$ cat src/shared/bioprt_pkg.sv
// shared constants for the bus attached port pair
package bioprt_pkg;
    localparam int unsigned PORT_W    = 8;         // pins per port
    localparam int unsigned REG_SEL_W = 2;         // register select width
    // register select codes, taken from the two low address lines
    localparam logic [1:0] SEL_DATA_A = 2'h0;      // port a data latch
    localparam logic [1:0] SEL_DIR_A  = 2'h1;      // port a direction
    localparam logic [1:0] SEL_DATA_B = 2'h2;      // port b data latch
    localparam logic [1:0] SEL_DIR_B  = 2'h3;      // port b direction
    localparam logic [7:0] RST_REG    = 8'h00;     // reset value of all port registers
    localparam int unsigned IRQ_BIT   = 7;         // port b bit shared with interrupt
    localparam int unsigned SYNC_LEN  = 3;         // synchroniser stages for pins
    // bus cycle state machine, gray coded but for the done to idle step
    typedef enum logic [1:0] {
        BIOPRT_IDLE = 2'b00,   // phase two low
        BIOPRT_HIGH = 2'b01,   // phase two high, cycle in progress
        BIOPRT_DONE = 2'b11    // falling edge seen, commit cycle
    } bioprt_state_e;
endpackage : bioprt_pkg

$ cat src/rtl/bioprt_top.sv
// bus attached pair of 8 bit bidirectional ports with shared interrupt pin
`timescale 1ns/1ps

module bioprt_top #(
    parameter int unsigned PORT_W = bioprt_pkg::PORT_W    // pins per port
) (
    input  wire logic              CLK_SYS,               // system clock, 100 MHz
    input  wire logic              RST,                   // async reset, active high
    input  wire logic              RESET_IN_N,            // device reset pin, active low
    input  wire logic              PHI2,                  // host phase two clock pin
    input  wire logic              RW,                    // high read, low write
    input  wire logic              IO_TIMER_SEL,          // port/timer chip select, high
    input  wire logic              PORT_TIMER_SELECT_LINE,// high ports, low timer
    input  wire logic              REG_SELECT_HI,         // register select msb
    input  wire logic              REG_SELECT_LO,         // register select lsb
    input  wire logic              IRQ_ENABLE_LINE,       // interrupt enable on timer access
    input  wire logic              TIMER_IRQ_FLAG,        // pending timer interrupt level
    input  wire logic [7:0]        HOST_DATA_LINES_I,     // host data bus in
    output logic      [7:0]        HOST_DATA_LINES_O,     // host data bus out
    output logic                   HOST_DATA_LINES_OE,    // high while driving host bus
    input  wire logic [PORT_W-1:0] PORT_A_PINS_I,         // port a pin levels
    output logic      [PORT_W-1:0] PORT_A_PINS_O,         // port a drive value
    output logic      [PORT_W-1:0] PORT_A_PINS_OE,        // port a strong drive enable
    input  wire logic [PORT_W-1:0] PORT_B_PINS_I,         // port b pin levels
    output logic      [PORT_W-1:0] PORT_B_PINS_O,         // port b drive value
    output logic      [PORT_W-1:0] PORT_B_PINS_OE,        // port b strong drive enable
    output logic                   IRQ_ENABLED            // interrupt capability status
);

    // pin synchronisers: three stages, change accepted once stages two and three agree
    logic [2:0] ctl_s1_q, ctl_s2_q, ctl_s3_q;             // reset_n, phi2, rw
    logic [2:0] ctl_f_q, ctl_f_d;                         // filtered control levels
    logic [PORT_W-1:0] pa_s1_q, pa_s2_q, pa_s3_q, pa_f_q, pa_f_d;
    logic [PORT_W-1:0] pb_s1_q, pb_s2_q, pb_s3_q, pb_f_q, pb_f_d;
    logic [4:0]        adr_s1_q, adr_s2_q, adr_s3_q;      // enable, select hi/lo, ports, cs
    logic [4:0]        adr_f_q, adr_f_d;                  // filtered address levels
    logic [7:0]        wd_s1_q, wd_s2_q, wd_s3_q;         // host write data stages
    logic [7:0]        wd_f_q, wd_f_d;                    // filtered host write data

    // synchroniser chain registers only
    always_ff @(posedge CLK_SYS or posedge RST) begin
        if (RST) begin
            ctl_s1_q <= 3'h1;  // reset pin idles high, phi2 low, rw low
            ctl_s2_q <= 3'h1;
            ctl_s3_q <= 3'h1;
            pa_s1_q  <= '1;
            pa_s2_q  <= '1;
            pa_s3_q  <= '1;
            pb_s1_q  <= '1;
            pb_s2_q  <= '1;
            pb_s3_q  <= '1;
            adr_s1_q <= '0;    // host bus idles unselected
            adr_s2_q <= '0;
            adr_s3_q <= '0;
            wd_s1_q  <= '0;
            wd_s2_q  <= '0;
            wd_s3_q  <= '0;
        end else begin
            ctl_s1_q <= {RW, PHI2, RESET_IN_N};
            ctl_s2_q <= ctl_s1_q;
            ctl_s3_q <= ctl_s2_q;
            pa_s1_q  <= PORT_A_PINS_I;
            pa_s2_q  <= pa_s1_q;
            pa_s3_q  <= pa_s2_q;
            pb_s1_q  <= PORT_B_PINS_I;
            pb_s2_q  <= pb_s1_q;
            pb_s3_q  <= pb_s2_q;
            adr_s1_q <= {IRQ_ENABLE_LINE, REG_SELECT_HI, REG_SELECT_LO,
                         PORT_TIMER_SELECT_LINE, IO_TIMER_SEL};
            adr_s2_q <= adr_s1_q;
            adr_s3_q <= adr_s2_q;
            wd_s1_q  <= HOST_DATA_LINES_I;
            wd_s2_q  <= wd_s1_q;
            wd_s3_q  <= wd_s2_q;
        end
    end

    // filter: a bit follows only when the last two stages agree, rejecting glitches
    always_comb begin
        for (int i = 0; i < 3; i++) begin
            ctl_f_d[i] = (ctl_s2_q[i] == ctl_s3_q[i]) ? ctl_s3_q[i] : ctl_f_q[i];
        end
        for (int i = 0; i < PORT_W; i++) begin
            pa_f_d[i] = (pa_s2_q[i] == pa_s3_q[i]) ? pa_s3_q[i] : pa_f_q[i];
            pb_f_d[i] = (pb_s2_q[i] == pb_s3_q[i]) ? pb_s3_q[i] : pb_f_q[i];
        end
        for (int i = 0; i < 5; i++) begin
            adr_f_d[i] = (adr_s2_q[i] == adr_s3_q[i]) ? adr_s3_q[i] : adr_f_q[i];
        end
        for (int i = 0; i < 8; i++) begin
            wd_f_d[i] = (wd_s2_q[i] == wd_s3_q[i]) ? wd_s3_q[i] : wd_f_q[i];
        end
    end

    // filtered level registers
    always_ff @(posedge CLK_SYS or posedge RST) begin
        if (RST) begin
            ctl_f_q <= 3'h1;
            pa_f_q  <= '1;
            pb_f_q  <= '1;
            adr_f_q <= '0;
            wd_f_q  <= '0;
        end else begin
            ctl_f_q <= ctl_f_d;
            pa_f_q  <= pa_f_d;
            pb_f_q  <= pb_f_d;
            adr_f_q <= adr_f_d;
            wd_f_q  <= wd_f_d;
        end
    end

    logic dev_rst_n;   // filtered device reset, active low
    logic phi2_f;      // filtered phase two
    logic rw_f;        // filtered direction line
    assign dev_rst_n = ctl_f_q[0];
    assign phi2_f    = ctl_f_q[1];
    assign rw_f      = ctl_f_q[2];

    // address lines share the latency of phase two, so both agree at the capture edge
    logic       cs_f;      // filtered port/timer select
    logic       pts_f;     // filtered ports versus timer line
    logic [1:0] rsel_f;    // filtered register select
    logic       ien_f;     // filtered interrupt enable line
    assign cs_f   = adr_f_q[0];
    assign pts_f  = adr_f_q[1];
    assign rsel_f = adr_f_q[3:2];
    assign ien_f  = adr_f_q[4];

    // address and select come from the host with setup before phase two rises;
    // they are captured at the rising edge seen here, by which time they have settled
    logic [1:0]           sel_q, sel_d;        // captured register select
    logic                 io_q, io_d;          // captured port access
    logic                 tmr_q, tmr_d;        // captured timer access
    logic                 irqen_line_q, irqen_line_d;
    logic                 rd_q, rd_d;          // captured read direction
    bioprt_pkg::bioprt_state_e st_q, st_d;     // bus cycle state

    // port registers
    logic [PORT_W-1:0] dir_a_q, dir_a_d, dat_a_q, dat_a_d;
    logic [PORT_W-1:0] dir_b_q, dir_b_d, dat_b_q, dat_b_d;
    logic              irq_en_q, irq_en_d;

    // bus cycle tracking and register updates
    always_comb begin
        st_d         = st_q;
        sel_d        = sel_q;
        io_d         = io_q;
        tmr_d        = tmr_q;
        irqen_line_d = irqen_line_q;
        rd_d         = rd_q;
        dir_a_d      = dir_a_q;
        dat_a_d      = dat_a_q;
        dir_b_d      = dir_b_q;
        dat_b_d      = dat_b_q;
        irq_en_d     = irq_en_q;
        case (st_q)
            bioprt_pkg::BIOPRT_IDLE: begin
                if (phi2_f) begin
                    // capture the cycle attributes at the rising edge
                    st_d         = bioprt_pkg::BIOPRT_HIGH;
                    sel_d        = rsel_f;
                    io_d         = cs_f & pts_f;
                    tmr_d        = cs_f & ~pts_f;
                    irqen_line_d = ien_f;
                    rd_d         = rw_f;
                end
            end
            bioprt_pkg::BIOPRT_HIGH: begin
                // write commits on the falling edge of phase two
                if (!phi2_f) begin
                    st_d = bioprt_pkg::BIOPRT_DONE;
                end
            end
            bioprt_pkg::BIOPRT_DONE: begin
                st_d = bioprt_pkg::BIOPRT_IDLE;
                if (io_q && !rd_q) begin
                    // only a write reaches the latches; reads leave them alone
                    case (sel_q)
                        bioprt_pkg::SEL_DATA_A: dat_a_d = wd_f_q;
                        bioprt_pkg::SEL_DIR_A:  dir_a_d = wd_f_q;
                        bioprt_pkg::SEL_DATA_B: dat_b_d = wd_f_q;
                        bioprt_pkg::SEL_DIR_B:  dir_b_d = wd_f_q;
                        default:                dat_a_d = dat_a_q;
                    endcase
                end
                // any timer access, read or write, updates interrupt enable
                if (tmr_q) begin
                    irq_en_d = irqen_line_q;
                end
            end
            default: st_d = bioprt_pkg::BIOPRT_IDLE;
        endcase
        // device reset pin overrides everything but the captured register select and enable line
        if (!dev_rst_n) begin
            st_d     = bioprt_pkg::BIOPRT_IDLE;
            rd_d     = 1'b0;
            io_d     = 1'b0;
            tmr_d    = 1'b0;
            dir_a_d  = bioprt_pkg::RST_REG;
            dat_a_d  = bioprt_pkg::RST_REG;
            dir_b_d  = bioprt_pkg::RST_REG;
            dat_b_d  = bioprt_pkg::RST_REG;
            irq_en_d = 1'b0;
        end
    end

    // cycle and port register state
    always_ff @(posedge CLK_SYS or posedge RST) begin
        if (RST) begin
            st_q         <= bioprt_pkg::BIOPRT_IDLE;
            sel_q        <= 2'h0;
            io_q         <= 1'b0;
            tmr_q        <= 1'b0;
            irqen_line_q <= 1'b0;
            rd_q         <= 1'b0;
            dir_a_q      <= bioprt_pkg::RST_REG;
            dat_a_q      <= bioprt_pkg::RST_REG;
            dir_b_q      <= bioprt_pkg::RST_REG;
            dat_b_q      <= bioprt_pkg::RST_REG;
            irq_en_q     <= 1'b0;
        end else begin
            st_q         <= st_d;
            sel_q        <= sel_d;
            io_q         <= io_d;
            tmr_q        <= tmr_d;
            irqen_line_q <= irqen_line_d;
            rd_q         <= rd_d;
            dir_a_q      <= dir_a_d;
            dat_a_q      <= dat_a_d;
            dir_b_q      <= dir_b_d;
            dat_b_q      <= dat_b_d;
            irq_en_q     <= irq_en_d;
        end
    end

    // output stage next values
    logic [7:0]        hd_o_d, hd_o_q;
    logic              hd_oe_d, hd_oe_q;
    logic [PORT_W-1:0] pa_o_d, pa_o_q, pa_oe_d, pa_oe_q;
    logic [PORT_W-1:0] pb_o_d, pb_o_q, pb_oe_d, pb_oe_q;
    logic [PORT_W-1:0] rd_a, rd_b;       // read-back views per pin

    // per pin drive and read-back; one loop serves every bit of both ports
    always_comb begin
        for (int i = 0; i < PORT_W; i++) begin
            // output pins read the latch, input pins read the pin
            rd_a[i]    = dir_a_q[i] ? dat_a_q[i] : pa_f_q[i];
            rd_b[i]    = dir_b_q[i] ? dat_b_q[i] : pb_f_q[i];
            // input pins float at one: drive value one, strong drive off, pullup holds
            pa_o_d[i]  = dir_a_q[i] ? dat_a_q[i] : 1'b1;
            pa_oe_d[i] = dir_a_q[i];
            pb_o_d[i]  = dir_b_q[i] ? dat_b_q[i] : 1'b1;
            pb_oe_d[i] = dir_b_q[i];
        end
        // pending interrupt pulls the shared pin low while enabled; the direction bit
        // should be zero then, otherwise the interrupt pull overrides the latch value on the pin
        if (irq_en_q && TIMER_IRQ_FLAG) begin
            pb_o_d[bioprt_pkg::IRQ_BIT]  = 1'b0;
            pb_oe_d[bioprt_pkg::IRQ_BIT] = 1'b1;
        end
        // read data only while phase two is high in an addressed port read
        hd_oe_d = dev_rst_n && phi2_f && (st_q == bioprt_pkg::BIOPRT_HIGH)
                  && io_q && rd_q;
        case (sel_q)
            bioprt_pkg::SEL_DATA_A: hd_o_d = rd_a;
            bioprt_pkg::SEL_DIR_A:  hd_o_d = dir_a_q;
            bioprt_pkg::SEL_DATA_B: hd_o_d = rd_b;
            bioprt_pkg::SEL_DIR_B:  hd_o_d = dir_b_q;
            default:                hd_o_d = 8'h00;
        endcase
        if (!hd_oe_d) begin
            hd_o_d = 8'h00;
        end
    end

    // output registers so every top output comes from a flip-flop
    always_ff @(posedge CLK_SYS or posedge RST) begin
        if (RST) begin
            hd_o_q  <= 8'h00;
            hd_oe_q <= 1'b0;
            pa_o_q  <= '1;
            pa_oe_q <= '0;
            pb_o_q  <= '1;
            pb_oe_q <= '0;
        end else begin
            hd_o_q  <= hd_o_d;
            hd_oe_q <= hd_oe_d;
            pa_o_q  <= pa_o_d;
            pa_oe_q <= pa_oe_d;
            pb_o_q  <= pb_o_d;
            pb_oe_q <= pb_oe_d;
        end
    end

    assign HOST_DATA_LINES_O  = hd_o_q;
    assign HOST_DATA_LINES_OE = hd_oe_q;
    assign PORT_A_PINS_O      = pa_o_q;
    assign PORT_A_PINS_OE     = pa_oe_q;
    assign PORT_B_PINS_O      = pb_o_q;
    assign PORT_B_PINS_OE     = pb_oe_q;
    assign IRQ_ENABLED        = irq_en_q;

endmodule // bioprt_top

$ cat config.mk
export PLATFORM = sky130hd
export DESIGN_NAME = bioprt_top
export DESIGN_NICKNAME = d
export VERILOG_FILES = /design/src/shared/bioprt_pkg.sv /design/src/rtl/bioprt_top.sv
export SDC_FILE = /design/constraint.sdc
export NUM_CORES = 1
export LEC_CHECK = 0
export BUFFER_PORTS_ARGS = -buffer_cell sky130_fd_sc_hd__buf_2
export CORE_MARGIN = 2
export CORE_UTILIZATION = 30
export CTS_CLUSTER_DIAMETER = 200
export DETAILED_ROUTE_END_ITERATION = 7
export PLACE_DENSITY = 0.46
export RECOVER_POWER = 100
export REMOVE_ABC_BUFFERS = 1
export SYNTH_ARGS = -nofsm -noshare
export SYNTH_HDL_FRONTEND = slang
export SYNTH_SLANG_ARGS = --single-unit
$ cat constraint.sdc
create_clock -name CLK_SYS -period 10.2 [get_ports CLK_SYS]
set_input_delay 0.51 -clock CLK_SYS [delete_from_list [all_inputs] [get_ports CLK_SYS]]
set_output_delay 0.51 -clock CLK_SYS [all_outputs]
set_load 0.1 [all_outputs]
# Word level (Yosys, flattened, before mapping)
# Cells that the tools add are included.
# word_totals
romBits	0
latch_bits	0
ram_bits	0
mem_count	0
output_inout_bits	42
wordCells	200
ff_bits	210
# classes
n_shift	0
n_eq_ne	48
n_div	0
add_sub_neg	0
bitwise_logic	3
mul	0
magnitude_cmp	0
n_reduce_logical	17
mux	68
# ops
cell	n
$mux W8	17
$mux W1	46
$eq A1 B1 Y1	32
$pmux W8 S4	1
$ne A2 B1 Y1 const B	9
$reduce_and A3 Y1	4
$reduce_and A2 Y1	4
$eq A2 B2 Y1 const B	3
$logic_and A1 B1 Y1	6
$mux W2	3
$ne A3 B3 Y1 const B	2
$eq A2 B1 Y1 const B	2
$logic_not A2 Y1	2
$pmux W2 S2	1
$and A1 B1 Y1	2
$logic_not A1 Y1	1
$not A1 Y1	1

# Logic depth before layout (Yosys ltp)
# depth
depth_word	5
depth_mapped	5

# Least setup slack after synthesis
# Ideal clock, no wire load.
# synth_path
kind	reg-to-output
from	register irq_en_q (netlist: IRQ_ENABLED)
to	output IRQ_ENABLED
setup_slack_ps	8764
stages_incl_launch_ff	1
n_path_buf	0
required_time_ps	9690
t_arrival_ps	926
cell_sequence	dfrtp_1
# synth_rtl
element	line	source
start, declared	bioprt_top.sv:141	logic irq_en_q, irq_en_d;
start signal, assigned	bioprt_top.sv:232	irq_en_q <= irq_en_d;
end, declared	bioprt_top.sv:27	output logic IRQ_ENABLED
# No word-level cell between the ends.

==> flow_summary.toml <==
[die]
die_area_um2 = 24000
fp.dieW_um = 155
start_util_pct = 30.4
num_io_pins = 77
std_cell_rows = 55
die_height_um = 155
core_area_um2 = 22500

[clock_network]
ctsResizeCount = 0
postCtsSetupBuffers = 0
cts_hold_buf = 0
clock-root-buffer = "clkbuf_16"
clkSinkCount = 210
cts_tree = "yes"
cts-htree-levels = 1
cts-buffers-inserted = 24
clockBufferDepth = 3
clk_pin_slew_ps = 60
insertion_delay_ps = 500

[pwr]
p_leak_uw = 0.00347
p_per_area_nw_per_um2 = 221
vdd_drop_max_mv = 0.0990

[route]
drt_iter0_drc = 193
first_pass_iters = 4
vias = 3441
post_drt_wl_per_cell_um = 15.5
post-route-drc-count = 0
wl_mm = 12.6
viasPerCell = 4.24
ant_nets = 0

[global_routing]
antenna_found_initial = 0
grt_pass1_wl_mm = 21.1
grt_max_degree = 143
grt_pass1_vias = 3792
grtUsageTotal_pct = 10.9
overflow = 0

[run]
drv_cap = 2

[cells_and_area]
num_antenna_cells = 0
syn_to_final_growth_pct = 20.6
fin_area_um2 = 8250
layout-drive-gt1-share_pct = 25.2
layout_commonest_cell = "dfrtp_1"
final_cell_mix = "126 x dfrtp_1, 54 x dfstp_2, 51 x clkbuf_1, 41 x nand2_1, 34 x mux2i_1"
fillers = 2116
finalNetCount = 544

[worst_hold_path]
min_path_type = "primary input to register"

[synthesis]
async_reset_ff_share_pct = 100
synth_top_area_cell = "dfrtp_1"
synthFlopType = "dfrtp_1"
ys_ff_latch = 210
yosys-top-cells-area = "dfrtp_1 46%, dfstp_2 32%, mux2i_1 5.0%"
avgSynthCellArea_um2 = 16.4
synth_warnings = 0
synth_cell_types = 33
synth_cells = 418
synth_top_area_share_pct = 46.1
synth_area_um2 = 6840
ys_seq_area_share_pct = 78.3
synth_edf_count = 0

[worst_setup_path]
crit_arrival_ps = 5130
worst-path-max-fanout = 142
critPathCaptureType = "asynchronous set/reset pin"
path_class = "primary input to asynchronous set/reset pin"
required_ps = 10720
start_kind = "primary input"

[outcome]
status = "complete, but fails checks"
violations = "capacitance limit, slew limit"

[placed_design]
port_buffers = 76
gp_congestion = 0.675
dpl_cell_area_um2 = 7540
dp_hpwl_mm = 7.75

[sta]
tightest_slew_ps = 6060
fin_crit_sh_pct = 45.2
fmax_mhz = 217
fin_crit_ps = 4610
final_max_slew_viol_count = 191
slew_headroom_pct = -306
rsz0062_at_grt = "no"
final-setup-viol-count = 0
hold_viol = 0
finClkSkew_ps = 9.55
tns_ps = 0
-- cells in the mapped netlist, types with 3 or more instances --
cell,instances
buf_2,5
clkbuf_1,4
dfrtp_1,126
dfstp_2,84
maj3_1,32
mux2_2,3
mux2i_1,34
nand2_1,41
nand2b_1,17
nand3_1,3
nor2b_1,19
nor3b_1,3
o22ai_1,21
-- final cells by class --
type	instances	area (um^2)	share of cell area (%)
inverter	2	8.76	0.106
timing repair buffer	78	340	4.13
clock buffer	36	707	8.57
tap	285	357	4.32
sequential	210	5360	65.0
multi-input combinational	193	1410	17.1
clock inverter	8	67.6	0.819
-- per-stage QoR --
stage | cells | setup slack (ps) | hold WS (ps) | utilization, % | total power, uW
after global routing | 812 | 4540 | 84.2 | 36.7 | 1910
after global placement | 768 | 7930 | 335 | 33.5 | 1020
after floorplan | 405 | 4090 | 331 | - | 984
after CTS | 812 | 7770 | 78.4 | 37.0 | 1860
after detailed placement | 768 | 7740 | 336 | 33.5 | 1020
final | 812 | 5590 | 104 | 36.7 | 1820
-- per-layer routing --
metal  up-vias  track usage [%]  share of wire (%)
li1       1598                -                  -
met1      1757             15.3                 46
met2        66             17.2                 47
met3        20             2.26                4.7
met4         0             3.53                2.0
met5         -                0                  0
-- worst paths after layout --
check	cells past startpoint	end	startpoint	slack, ps
min in group asynchronous	2	adr_s1_q[2]	RST	1890
max in group CLK_SYS	3	HOST_DATA_LINES_O[2]	ctl_f_q[0]	7290
max	3	PORT_A_PINS_OE[2]	RST	5590
min	1	pa_s1_q[7]	PORT_A_PINS_I[7]	100
max reg2reg	3	HOST_DATA_LINES_O[2]	ctl_f_q[0]	7290
min reg2reg	0	wd_s2_q[7]	wd_s1_q[7]	350
-- cell families after synthesis --
family          after synthesis  synth area share, %
mux                          37                 5.47
simple gates                 95                 7.63
buf+inv                      15                 1.13
compound gates               29                 2.74
flops                       210                 78.3
fa+ha+maj                    32                 4.68
-- report_power, final --
group          leakage, uW  internal, uW  switching [uW]
registers          0.00248           882            30.4
clock network     0.000383           503             316
logic             0.000607          38.1            50.7
total              0.00347          1420             397
-- critical path, cell delays in order --
cell and delay (ps):
clkbuf_1 80, clkinvlp_2 3340, buf_4 1060
No activity file was read; power rests on OpenSTA's default activity.
